`config.mk`:
```
export PLATFORM = sky130hd
export DESIGN_NAME = cflm_csr_bank
export DESIGN_NICKNAME = d
export VERILOG_FILES = /design/src/cflm_csr_pkg.sv /design/src/cflm_csr_bank.sv
export SDC_FILE = /design/constraint.sdc
export NUM_CORES = 1
export LEC_CHECK = 0
export CORE_AREA = 2 2 162 164
export CTS_CLUSTER_DIAMETER = 50
export DETAILED_ROUTE_END_ITERATION = 16
export DIE_AREA = 0 0 164 166
export DONT_BUFFER_PORTS = 1
export GPL_ROUTABILITY_DRIVEN = 0
export GPL_TIMING_DRIVEN = 0
export PLACE_DENSITY = 0.53
export SYNTH_ARGS = -nofsm -noshare
export SYNTH_HDL_FRONTEND = slang
export SYNTH_SLANG_ARGS = --single-unit
export TNS_END_PERCENT = 30
```
`constraint.sdc`:
```
create_clock -name clk -period 5.5 [get_ports clk]
set_input_delay 1.1 -clock clk [delete_from_list [all_inputs] [get_ports clk]]
set_output_delay 1.1 -clock clk [all_outputs]
set_load 0.02 [all_outputs]
```
`src/cflm_csr_pkg.sv`:
```
// Constants, field layouts and types for the floating-point, loop and machine CSR bank.
// Notes on behaviour
// - Read-only fields ignore every CSR write.
// - Read/write fields hold the last written value.
// - Exception flags in bits 4:0, rest zero.
// - Rounding mode three bits, upper bits zero.
// - Combined view: rounding 7:5, flags 4:0.
// - Loop start registers read-only, bits 1:0 zero.
// - Loop end registers read-only, bits 1:0 zero.
// - Loop count registers report full iteration count.
// - Previous privilege reads 11 without user mode.
// - Dirty summary set when float state is 11.
// - Float state field writable, zero without unit or with floats in integer registers.
// - Trap saves enable; return restores it.
// - Enable bits 31:16 gate fast interrupt lines.
// - Enables at 11, 7, 3; others zero.
// - Vector base writable 31:8, bits 7:2 zero.
// - Mode bit 1 zero; bit 0 selects dispatch.
// - Reset loads boot vector base, vectored mode.
// - Traps redirect fetch using vector base.
// - Trap saves pc; return reloads it.
package cflm_csr_pkg;

  // CSR addresses.
  localparam logic [11:0] CFLM_ADDR_FP_EXC_FLAGS = 12'h001;
  localparam logic [11:0] CFLM_ADDR_FP_ROUND     = 12'h002;
  localparam logic [11:0] CFLM_ADDR_FP_CTRL_STAT = 12'h003;
  localparam logic [11:0] CFLM_ADDR_STATE_WORD   = 12'h300;
  localparam logic [11:0] CFLM_ADDR_IRQ_ENABLE   = 12'h304;
  localparam logic [11:0] CFLM_ADDR_TRAP_VECTOR  = 12'h305;
  localparam logic [11:0] CFLM_ADDR_SCRATCHPAD   = 12'h340;
  localparam logic [11:0] CFLM_ADDR_LOOP0_BEGIN  = 12'hcc0;
  localparam logic [11:0] CFLM_ADDR_LOOP0_FINISH = 12'hcc1;
  localparam logic [11:0] CFLM_ADDR_LOOP0_ITER   = 12'hcc2;
  localparam logic [11:0] CFLM_ADDR_LOOP1_BEGIN  = 12'hcc4;
  localparam logic [11:0] CFLM_ADDR_LOOP1_FINISH = 12'hcc5;
  localparam logic [11:0] CFLM_ADDR_LOOP1_ITER   = 12'hcc6;

  // Machine state word field positions.
  localparam int CFLM_POS_DIRTY_SUMMARY = 31;
  localparam int CFLM_POS_FP_STATE      = 13;
  localparam int CFLM_POS_PREV_PRIV     = 11;
  localparam int CFLM_POS_PREV_IRQ_EN   = 7;
  localparam int CFLM_POS_GLOBAL_IRQ_EN = 3;

  // Interrupt enable mask: fast lines 31:16 plus external, timer, software.
  localparam logic [31:0] CFLM_IRQ_ENABLE_WMASK = 32'hffff_0888;

  // Values after reset and fixed encodings.
  localparam logic [1:0]  CFLM_PRIV_MACHINE    = 2'h3;
  localparam logic [1:0]  CFLM_FP_STATE_OFF    = 2'h0;
  localparam logic [1:0]  CFLM_FP_STATE_INIT   = 2'h1;
  localparam logic [1:0]  CFLM_FP_STATE_CLEAN  = 2'h2;
  localparam logic [1:0]  CFLM_FP_STATE_DIRTY  = 2'h3;
  localparam logic [4:0]  CFLM_FLAGS_RESET     = 5'h00;
  localparam logic [2:0]  CFLM_ROUND_RESET     = 3'h0;
  localparam logic [31:0] CFLM_WORD_RESET      = 32'h0000_0000;
  localparam logic [5:0]  CFLM_TVEC_LOW_ZERO   = 6'h00;
  localparam logic [1:0]  CFLM_TVEC_MODE_RESET = 2'h1;

  // Rounding mode codes.
  localparam logic [2:0] CFLM_RND_NEAREST_EVEN = 3'h0;
  localparam logic [2:0] CFLM_RND_TOWARD_ZERO  = 3'h1;
  localparam logic [2:0] CFLM_RND_DOWN         = 3'h2;
  localparam logic [2:0] CFLM_RND_UP           = 3'h3;
  localparam logic [2:0] CFLM_RND_NEAREST_MAX  = 3'h4;
  localparam logic [2:0] CFLM_RND_DYNAMIC      = 3'h7;

  // CSR instruction operations.
  typedef enum logic [1:0] {
    CFLM_OP_READ,
    CFLM_OP_WRITE,
    CFLM_OP_SET,
    CFLM_OP_CLEAR
  } cflm_op_t;

endpackage

```
`src/cflm_csr_bank.sv`:
```
// CSR bank for floating-point flags and rounding, hardware loops and machine trap state.
`timescale 1ns/1ps

module cflm_csr_bank
  import cflm_csr_pkg::*;
#(
  parameter bit float_unit_present      = 1'b1,
  parameter bit float_in_int_regs       = 1'b0,
  parameter bit custom_extension_enable = 1'b1,
  parameter bit user_mode_enable        = 1'b0
) (
  // Clock and reset.
  input  wire logic        clk,
  input  wire logic        rst_n,
  // Boot configuration.
  input  wire logic [31:0] boot_vector_addr,
  // CSR instruction request.
  input  wire logic        csr_req,
  input  wire cflm_op_t    csr_op,
  input  wire logic [11:0] csr_addr,
  input  wire logic [31:0] csr_wdata,
  // CSR instruction answer.
  output logic             csr_rvalid,
  output logic [31:0]      csr_rdata,
  output logic             csr_illegal,
  // Floating-point unit status.
  input  wire logic [4:0]  fp_flags_raise,
  input  wire logic        fp_state_touch,
  output logic [2:0]       fp_round_mode,
  // Hardware loop unit state.
  input  wire logic [31:0] loop0_begin,
  input  wire logic [31:0] loop0_finish,
  input  wire logic [31:0] loop0_count,
  input  wire logic [31:0] loop1_begin,
  input  wire logic [31:0] loop1_finish,
  input  wire logic [31:0] loop1_count,
  // Trap and return events.
  input  wire logic        trap_take,
  input  wire logic        trap_is_irq,
  input  wire logic [4:0]  trap_cause,
  input  wire logic [31:0] trap_pc,
  input  wire logic        trap_return,
  // Fetch redirect and interrupt gating.
  output logic             redirect_valid,
  output logic [31:0]      redirect_pc,
  output logic             global_irq_enable,
  output logic [31:0]      irq_line_enable
);

  // Feature presence derived from configuration.
  localparam bit FP_REGS_PRESENT = float_unit_present && !float_in_int_regs;

  // Stored state.
  logic [4:0]  exc_flags_reg;
  logic [4:0]  exc_flags_next;
  logic [2:0]  round_mode_reg;
  logic [2:0]  round_mode_next;
  logic [1:0]  fp_state_reg;
  logic [1:0]  fp_state_next;
  logic [1:0]  prev_priv_reg;
  logic        prev_irq_en_reg;
  logic        global_irq_en_reg;
  logic [31:0] irq_mask_reg;
  logic [31:8] tvec_base_reg;
  logic        tvec_mode_reg;
  logic [31:0] scratch_reg;
  logic [31:1] return_pc_reg;
  logic        rvalid_reg;
  logic [31:0] rdata_reg;
  logic        illegal_reg;
  logic        redirect_valid_reg;
  logic [31:0] redirect_pc_reg;

  // Decode and computed values.
  logic        fp_ok;
  logic        loop_ok;
  logic        hit;
  logic        do_write;
  logic [31:0] cur_val;
  logic [31:0] wval;
  logic [31:0] state_word;
  logic [1:0]  prev_priv_view;
  logic [31:0] tvec_word;
  logic        wr_flags;
  logic        wr_round;
  logic        wr_ctrl;
  logic        wr_state;
  logic        wr_irq_mask;
  logic        wr_tvec;
  logic        wr_scratch;

  // Loop unit values gathered per loop, and their read views.
  logic [31:0] loop_begin_raw   [2];
  logic [31:0] loop_finish_raw  [2];
  logic [31:0] loop_count_raw   [2];
  logic [31:0] loop_begin_view  [2];
  logic [31:0] loop_finish_view [2];
  logic [31:0] loop_count_view  [2];

  assign fp_ok   = float_unit_present;
  assign loop_ok = custom_extension_enable;

  // Both hardware loops enter through the same per-loop view below.
  assign loop_begin_raw[0]  = loop0_begin;
  assign loop_begin_raw[1]  = loop1_begin;
  assign loop_finish_raw[0] = loop0_finish;
  assign loop_finish_raw[1] = loop1_finish;
  assign loop_count_raw[0]  = loop0_count;
  assign loop_count_raw[1]  = loop1_count;

  // Address bits 1:0 are forced to zero here, so a misaligned value from the
  // loop unit can never leak into a read; the count passes through whole.
  for (genvar g = 0; g < 2; g++) begin : g_loop_view
    assign loop_begin_view[g]  = {loop_begin_raw[g][31:2], 2'h0};
    assign loop_finish_view[g] = {loop_finish_raw[g][31:2], 2'h0};
    assign loop_count_view[g]  = loop_count_raw[g];
  end

  // Previous privilege stays at machine level unless user mode exists.
  assign prev_priv_view = user_mode_enable ? prev_priv_reg : CFLM_PRIV_MACHINE;

  // Machine state word assembled from its fields; gaps read zero.
  always_comb begin
    state_word = CFLM_WORD_RESET;
    state_word[CFLM_POS_DIRTY_SUMMARY] = FP_REGS_PRESENT
                                         && (fp_state_reg == CFLM_FP_STATE_DIRTY);
    state_word[CFLM_POS_FP_STATE +: 2] = fp_state_reg;
    state_word[CFLM_POS_PREV_PRIV +: 2] = prev_priv_view;
    state_word[CFLM_POS_PREV_IRQ_EN] = prev_irq_en_reg;
    state_word[CFLM_POS_GLOBAL_IRQ_EN] = global_irq_en_reg;
  end

  // Vector word: low base bits and mode bit 1 always read zero.
  assign tvec_word = {tvec_base_reg, CFLM_TVEC_LOW_ZERO, 1'b0, tvec_mode_reg};

  // Read multiplexer; an absent register counts as unmapped.
  always_comb begin
    cur_val = CFLM_WORD_RESET;
    hit     = 1'b1;
    unique case (csr_addr)
      CFLM_ADDR_FP_EXC_FLAGS: begin
        cur_val = {27'h0, exc_flags_reg};
        hit     = fp_ok;
      end
      CFLM_ADDR_FP_ROUND: begin
        cur_val = {29'h0, round_mode_reg};
        hit     = fp_ok;
      end
      CFLM_ADDR_FP_CTRL_STAT: begin
        cur_val = {24'h0, round_mode_reg, exc_flags_reg};
        hit     = fp_ok;
      end
      CFLM_ADDR_STATE_WORD:  cur_val = state_word;
      CFLM_ADDR_IRQ_ENABLE:  cur_val = irq_mask_reg & CFLM_IRQ_ENABLE_WMASK;
      CFLM_ADDR_TRAP_VECTOR: cur_val = tvec_word;
      CFLM_ADDR_SCRATCHPAD:  cur_val = scratch_reg;
      CFLM_ADDR_LOOP0_BEGIN: begin
        cur_val = loop_begin_view[0];
        hit     = loop_ok;
      end
      CFLM_ADDR_LOOP0_FINISH: begin
        cur_val = loop_finish_view[0];
        hit     = loop_ok;
      end
      CFLM_ADDR_LOOP0_ITER: begin
        cur_val = loop_count_view[0];
        hit     = loop_ok;
      end
      CFLM_ADDR_LOOP1_BEGIN: begin
        cur_val = loop_begin_view[1];
        hit     = loop_ok;
      end
      CFLM_ADDR_LOOP1_FINISH: begin
        cur_val = loop_finish_view[1];
        hit     = loop_ok;
      end
      CFLM_ADDR_LOOP1_ITER: begin
        cur_val = loop_count_view[1];
        hit     = loop_ok;
      end
      default: hit = 1'b0;
    endcase
  end

  // New value of the addressed register for write, set and clear.
  always_comb begin
    wval = cur_val;
    unique case (csr_op)
      CFLM_OP_READ:  wval = cur_val;
      CFLM_OP_WRITE: wval = csr_wdata;
      CFLM_OP_SET:   wval = cur_val | csr_wdata;
      CFLM_OP_CLEAR: wval = cur_val & ~csr_wdata;
    endcase
  end

  // Only mapped writable registers take a write; loop registers never do.
  assign do_write    = csr_req && hit && (csr_op != CFLM_OP_READ);
  assign wr_flags    = do_write && (csr_addr == CFLM_ADDR_FP_EXC_FLAGS);
  assign wr_round    = do_write && (csr_addr == CFLM_ADDR_FP_ROUND);
  assign wr_ctrl     = do_write && (csr_addr == CFLM_ADDR_FP_CTRL_STAT);
  assign wr_state    = do_write && (csr_addr == CFLM_ADDR_STATE_WORD);
  assign wr_irq_mask = do_write && (csr_addr == CFLM_ADDR_IRQ_ENABLE);
  assign wr_tvec     = do_write && (csr_addr == CFLM_ADDR_TRAP_VECTOR);
  assign wr_scratch  = do_write && (csr_addr == CFLM_ADDR_SCRATCHPAD);

  // Flags: a raise from the unit in the same cycle as a clear still lands.
  always_comb begin
    exc_flags_next = exc_flags_reg;
    if (wr_flags || wr_ctrl) begin
      exc_flags_next = wval[4:0];
    end
    exc_flags_next = exc_flags_next | fp_flags_raise;
  end

  always_ff @(posedge clk) begin
    if (!rst_n || !float_unit_present) begin
      exc_flags_reg <= CFLM_FLAGS_RESET;
    end else begin
      exc_flags_reg <= exc_flags_next;
    end
  end

  // Rounding mode keeps any code written, including the invalid ones.
  // Software reads back what it wrote; the arithmetic unit must refuse the bad codes.
  always_comb begin
    round_mode_next = round_mode_reg;
    if (wr_round) begin
      round_mode_next = wval[2:0];
    end else if (wr_ctrl) begin
      round_mode_next = wval[7:5];
    end
  end

  always_ff @(posedge clk) begin
    if (!rst_n || !float_unit_present) begin
      round_mode_reg <= CFLM_ROUND_RESET;
    end else begin
      round_mode_reg <= round_mode_next;
    end
  end

  // Float state: any change of float state by the unit or by software marks it dirty.
  // The dirty mark stays until software writes the field again.
  always_comb begin
    fp_state_next = fp_state_reg;
    if (wr_state) begin
      fp_state_next = wval[CFLM_POS_FP_STATE +: 2];
    end
    if (fp_state_touch || wr_flags || wr_round || wr_ctrl || (|fp_flags_raise)) begin
      fp_state_next = CFLM_FP_STATE_DIRTY;
    end
  end

  always_ff @(posedge clk) begin
    if (!rst_n || !FP_REGS_PRESENT) begin
      fp_state_reg <= CFLM_FP_STATE_OFF;
    end else begin
      fp_state_reg <= fp_state_next;
    end
  end

  // Previous privilege storage, only meaningful when user mode exists.
  always_ff @(posedge clk) begin
    if (!rst_n) begin
      prev_priv_reg <= CFLM_PRIV_MACHINE;
    end else if (wr_state && user_mode_enable) begin
      prev_priv_reg <= wval[CFLM_POS_PREV_PRIV +: 2];
    end
  end

  // Interrupt enables: a trap or return wins over a CSR write in the same cycle,
  // since the instruction that wrote is the one being squashed or retired.
  always_ff @(posedge clk) begin
    if (!rst_n) begin
      prev_irq_en_reg   <= 1'b0;
      global_irq_en_reg <= 1'b0;
    end else if (trap_take) begin
      prev_irq_en_reg   <= global_irq_en_reg;
      global_irq_en_reg <= 1'b0;
    end else if (trap_return) begin
      global_irq_en_reg <= prev_irq_en_reg;
      prev_irq_en_reg   <= 1'b1;
    end else if (wr_state) begin
      prev_irq_en_reg   <= wval[CFLM_POS_PREV_IRQ_EN];
      global_irq_en_reg <= wval[CFLM_POS_GLOBAL_IRQ_EN];
    end
  end

  // Interrupt enable mask; unwritable bits are forced to zero.
  always_ff @(posedge clk) begin
    if (!rst_n) begin
      irq_mask_reg <= CFLM_WORD_RESET;
    end else if (wr_irq_mask) begin
      irq_mask_reg <= wval & CFLM_IRQ_ENABLE_WMASK;
    end
  end

  // Trap vector; reset takes the boot base and starts in vectored mode.
  // The boot base is sampled for as long as reset is held, so it must be stable then.
  always_ff @(posedge clk) begin
    if (!rst_n) begin
      tvec_base_reg <= boot_vector_addr[31:8];
      tvec_mode_reg <= CFLM_TVEC_MODE_RESET[0];
    end else if (wr_tvec) begin
      tvec_base_reg <= wval[31:8];
      tvec_mode_reg <= wval[0];
    end
  end

  // Scratch storage with no side effect.
  always_ff @(posedge clk) begin
    if (!rst_n) begin
      scratch_reg <= CFLM_WORD_RESET;
    end else if (wr_scratch) begin
      scratch_reg <= wval;
    end
  end

  // Return address captured on every trap; bit 0 is never stored.
  always_ff @(posedge clk) begin
    if (!rst_n) begin
      return_pc_reg <= CFLM_WORD_RESET[31:1];
    end else if (trap_take) begin
      return_pc_reg <= trap_pc[31:1];
    end
  end

  // Answer one cycle after the request, with the value before any write.
  // Registering the answer costs a cycle but keeps the read path off the pipeline's timing.
  always_ff @(posedge clk) begin
    if (!rst_n) begin
      rvalid_reg  <= 1'b0;
      rdata_reg   <= CFLM_WORD_RESET;
      illegal_reg <= 1'b0;
    end else begin
      rvalid_reg  <= csr_req;
      rdata_reg   <= (csr_req && hit) ? cur_val : CFLM_WORD_RESET;
      illegal_reg <= csr_req && !hit;
    end
  end

  // Fetch redirect; a trap takes priority over a return in the same cycle.
  // Vectored dispatch applies to interrupts only, exceptions use the base.
  // Bit 0 of the saved return address is dropped, so a return lands on an even address.
  always_ff @(posedge clk) begin
    if (!rst_n) begin
      redirect_valid_reg <= 1'b0;
      redirect_pc_reg    <= CFLM_WORD_RESET;
    end else begin
      redirect_valid_reg <= trap_take || trap_return;
      if (trap_take) begin
        if (tvec_mode_reg && trap_is_irq) begin
          redirect_pc_reg <= {tvec_base_reg, 1'b0, trap_cause, 2'h0};
        end else begin
          redirect_pc_reg <= {tvec_base_reg, 8'h00};
        end
      end else if (trap_return) begin
        redirect_pc_reg <= {return_pc_reg, 1'b0};
      end
    end
  end

  // Outputs.
  assign csr_rvalid        = rvalid_reg;
  assign csr_rdata         = rdata_reg;
  assign csr_illegal       = illegal_reg;
  assign fp_round_mode     = round_mode_reg;
  assign redirect_valid    = redirect_valid_reg;
  assign redirect_pc       = redirect_pc_reg;
  assign global_irq_enable = global_irq_en_reg;
  assign irq_line_enable   = irq_mask_reg;

endmodule

```
# --- Word-level counts from Yosys, hierarchy flattened ---
# Index checks and enable logic that the tools add are counted.
classes:
  bitwise_logic: 5
  muxes: 18
  n_reduce_logical: 29
  eq_ne: 18
ops:
  columns: ["cell", "count"]
  rows:
  - ["32-bit case mux with 13 select lines", 1]
  - ["32-bit case mux with 4 select lines", 1]
  - ["12-bit equality test, second input constant", 6]
  - ["32-bit two-way mux", 2]
  - ["12-bit by 10-bit equality test with 1-bit output, second input constant", 4]
  - ["24-bit two-way mux", 2]
  - ["32-bit AND", 1]
  - ["32-bit NOT", 1]
  - ["32-bit bitwise OR", 1]
  - ["12-bit by 2-bit equality test with 1-bit output, second input constant", 2]
  - ["13-bit OR reduction", 1]
  - ["12-bit by 1-bit equality test with 1-bit output, second input constant", 1]
  - ["1-bit logical AND", 11]
  - ["2-bit nonzero test", 5]
  - ["7-bit two-way mux", 1]
  - ["2-bit equality test, second input constant", 3]
  - ["1-bit logical OR", 6]
  - ["1-bit two-way mux", 6]
  - ["3-bit two-way mux", 2]
  - ["5-bit two-way mux", 1]
  - ["5-bit bitwise OR", 1]
  - ["5-bit OR reduction", 1]
  - ["2-bit two-way mux", 2]
  - ["3-bit nonzero test", 1]
  - ["other kinds (7)", 7]
totals:
  inputBits: 319
  wordCells: 85
  out_inout_bits: 103
  ff_bits: 186

# --- Longest topological paths before layout ---
logic_depth:
  depth_word: 11
  mapped_depth: 10
  ltp_nobuf: 6

# --- Worst setup path after synthesis ---
# No wires, ideal clock.
synth_path:
  path_type: "input port to flip-flop"
  from: "input port csr_addr[5]"
  to: "register tvec_base_reg[10] (netlist bit) (enable)"
  stages: 6
  required_ps: 5119
  setup_time_ps: 381
  arrival_ps: 2982
  n_path_buf: 2
  setup_slack_ps: 2137
  path_cell_list: "or4_1 > nor4_2 > buf_2 > buf_2 > nand2_1 > nand2_1"
synth_between:
  elab_chain_cells: 7
  elab_cells_between_ends: 19
  classes_between: "14 x eq/ne; 1 x mux; 4 x reduce/logical"
synth_rtl:
  columns: ["element", "line", "source"]
  rows:
  - ["start, declared", "cflm_csr_bank.sv:20", "input wire logic [11:0] csr_addr,"]
  - ["12-bit by 1-bit equality test with 1-bit output (tied with other cells)", "cflm_csr_bank.sv:140", "unique case (csr_addr)"]
  - ["13-bit OR reduction (no source line)", null, null]
  - ["1-bit two-way mux", "cflm_csr_bank.sv:140", null]
  - ["1-bit logical AND (2 in a row)", "cflm_csr_bank.sv:197", "assign do_write = csr_req && hit && (csr_op != CFLM_OP_READ);"]
  - ["1-bit logical AND (*)", "cflm_csr_bank.sv:203", "assign wr_tvec = do_write && (csr_addr == CFLM_ADDR_TRAP_VECTOR);"]
  - ["2-bit by 1-bit != test with 1-bit output (no source line) (*)", null, null]
  - ["end signal, assigned", "cflm_csr_bank.sv:302", "tvec_base_reg <= boot_vector_addr[31:8];"]
  - ["end signal, assigned", "cflm_csr_bank.sv:305", "tvec_base_reg <= wval[31:8];"]
  - ["end, declared", "cflm_csr_bank.sv:64", "logic [31:8] tvec_base_reg;"]
# Every way passes the cells marked *; elsewhere a longest branch is shown, timed or not.
# A chain may end at the register's enable or synchronous reset.

# --- Worst setup path in the final report ---
layout_path:
  from: "input port csr_addr[5]"
  to: "register tvec_base_reg[20] (netlist bit) (enable)"
# The elaborated chain is that of the path after synthesis.

==> results by group <==
Synthesis
  • Register area share after synthesis: 0.409
  • Top_reg_cell synth: dfxtp_1
  • Cell Area, Synth: 0.00963 mm^2
  • Mapped Avg Cell Area: 8.56 um^2
  • Ys async rst share: 0
  • Yosys warns: 0
  • EDFF count, synth: 24
  • Largest cells by area after synthesis: dfxtp_1 (33%), a22oi_1 (7.5%), edfxtp_1 (7.5%), mux2i_1 (6.4%), nor2_1 (5.1%)
  • Synthesized instance count: 1125
  • Yosys top cell by area: dfxtp_1
  • Unique cell type count in the Yosys netlist: 77
  • Yosys top cell area share: 0.335
  • Yosys reg bits: 185

Worst setup path
  • Delay-heaviest family, CP: simple AND/OR/NAND/NOR gates
  • Critical path depth: 6
  • R2R setup slack: 3.00 ns
  • CP Capture Type: flop
  • Crit-path max cell delay: 0.80 ns
  • Critical Path AT: 3.77 ns
  • CP required: 5.55 ns
  • R2r worst-path depth: 6
  • Worst flop-to-flop path startpoint: global_irq_enable
  • Worst setup path class: in -> reg
  • CP Launch Type: input pin
  • Critical path buffer and inverter count: 2
  • Worst r2r dst: global_irq_enable
  • Critical Path Fanout Max: 24
  • Slowest cell on crit path: nand2_1
  • Worst-path cell chain: or4_1 > nor4_2 > buf_2 > buf_2 > nand2_1 > nand2_1

Die
  • DIE WIDTH: 164 um
  • Die area: 0.0272 mm^2
  • Row count: 59
  • I/O pin cnt: 422
  • Initial Util: 0.376
  • Die height: 166 um
  • Core area: 0.0256 mm^2

Place
  • Area after DPL: 0.0101 mm^2
  • Number of I/O port buffers: 0
  • DP Cell Count: 1473
  • DP HPWL: 33.5 mm
  • Setup Slack @ Placement: 1.32 ns

Clocking
  • PostCTS Resize Cnt: 0
  • Buffers from clock root to sink, at most: 2
  • CTS Hold Bufs: 0
  • Clock tree root driver cell: clkbuf_16
  • Setup bufs post-CTS: 0
  • Worst-path clk slew: 0.07 ns
  • CTS tree: yes
  • Clock insertion delay at the later pin of the skew report: 0.44 ns
  • Depth of the CTS H-tree: 4
  • Clk sinks: 185
  • Cts bufs inserted: 17

Power and ir drop
  • Power per cell area: 286 mW/mm^2
  • VDD IR-drop max: 218 uV
  • Pleak: 4.03 nW
  • Power Total: 3.06 mW

Detailed routing
  • First-pass DRT Iterations: 6
  • Iter 0 DRT Violations: 985
  • # DRC: 0
  • Post-route ant nets: 0
  • DR vias/cell: 6.12
  • Routed WL per cell: 27.7 um
  • Vias: 9244
  • Routed wire length: 41.9 mm

STA
  • Pin slew with the least headroom to its limit: 1.24 ns
  • Setup violations, final: 0
  • Unrepaired setup endpoints after global routing: no
  • Final Skew: 0.0122 ns
  • Slew Limit Fails: 0
  • Setup total negative slack: 0 ns
  • Hold slack: 0.465 ns
  • Post-route setup slack: 1.78 ns
  • Fmax: 0.269 GHz
  • Hold Vio Cnt, Final: 0
  • Relative slew slack: 0.174
  • Crit path time final: 3.72 ns
  • Fin crit share: 0.676

Final layout
  • Layout area overhead: 11.0%
  • Layout cells sized above 1: 0.0804
  • Commonest non-fill, non-tap cell in the layout: dfxtp_1
  • Commonest cells after routing, fill and taps aside: dfxtp_1 (161), nor2_1 (130), a22oi_1 (96)
  • Fin cells: 1510
  • Util after Layout: 0.417
  • Filler instances: 2625
  • Final #Nets: 1476
  • Final Cell Area: 0.0107 mm^2

Min path
  • Min-Delay Path Class: reg -> reg
  • Hold Crit Start: scratch_reg[13]
  • Worst Hold Path EP: scratch_reg[13]
  • Hold Path Depth: 2

Global route
  • First-pass GRT wire length: 60.7 mm
  • Pin count of the biggest net entering global routing: 25
  • Vias in the first global route: 8846
  • GR Util All Layers: 0.305
  • Initial antenna violation count: 6
  • Grt ovf: 0

Outcome
  • Status: finished, final reports clean

Flow run
  • Max Cap Violations: 0
synthesized netlist by cell type, types with 6 or more instances:
master    instances
a22oi_1          96
buf_1             7
inv_1            27
nor2_1          130
buf_4            17
nand2_1          70
o31ai_1          16
a21oi_1          75
edfxtp_1         24
a31oi_1          22
o211a_1           8
and2_1           17
a211oi_1          6
a22o_1           13
and3_1            9
nand4_1          12
xnor2_1          31
clkbuf_1         59
o21ai_1           7
nand3_1          48
dfxtp_1         161
buf_2            25
o21ai_0          73
mux2i_1          62
nor3_1            8
power by group:
group / switching, mW / internal [mW] / leakage [nW]
registers: 0.0586 / 1.42 / 1.54
logic: 0.199 / 0.119 / 2.20
clock network: 0.579 / 0.678 / 0.286
total: 0.836 / 2.22 / 4.03
cell type report:
type,count,area [um^2],share of cell area
multi-input combinational,815,5110,0.478
clock buffer,19,433,0.0405
tap,335,419,0.0392
buffer,110,523,0.0489
inverter,28,105,0.00983
clock inverter,12,140,0.0131
sequential,185,3940,0.369
antenna,6,15.0,0.00140
tightest hold or removal path: cells and delay by family (launching register included):
kind	cells	cell delay (ns)
AND/OR/NAND/NOR	1	0.05
AO/OA/AOI/OAI	1	0.05
flip-flops	1	0.32
logic make-up after synthesis:
kind of cell              Yosys count  synth area share
buffers and inverters             138            0.0652
other                               1          0.000389
muxes                              65            0.0691
xor gates and xnor gates           31            0.0282
DFF                               185             0.409
AOI/OAI and AO/OA                 362             0.250
and+or+nand+nor                   343             0.177
layer usage:
| layer | track usage | share of wire | up-vias |
|---|---|---|---|
| li1 | - | - | 4172 |
| met1 | 0.399 | 0.41 | 4447 |
| met2 | 0.485 | 0.46 | 562 |
| met3 | 0.0899 | 0.10 | 63 |
| met4 | 0.0889 | 0.028 | 0 |
| met5 | 0 | 0 | - |
worst max path at each step:
stage	start	end	slack, ns
4_1_cts	csr_addr[5]	tvec_base_reg[21]	1.77
5_1_grt	csr_addr[5]	tvec_base_reg[20]	1.66
3_5_place_dp	csr_addr[5]	tvec_base_reg[27]	1.32
2_1_floorplan	csr_addr[5]	tvec_base_reg[10]	2.14
6_report	csr_addr[5]	tvec_base_reg[20]	1.78
3_3_place_gp	csr_addr[5]	tvec_base_reg[27]	1.33
Power figures use the tool's default switching activity.
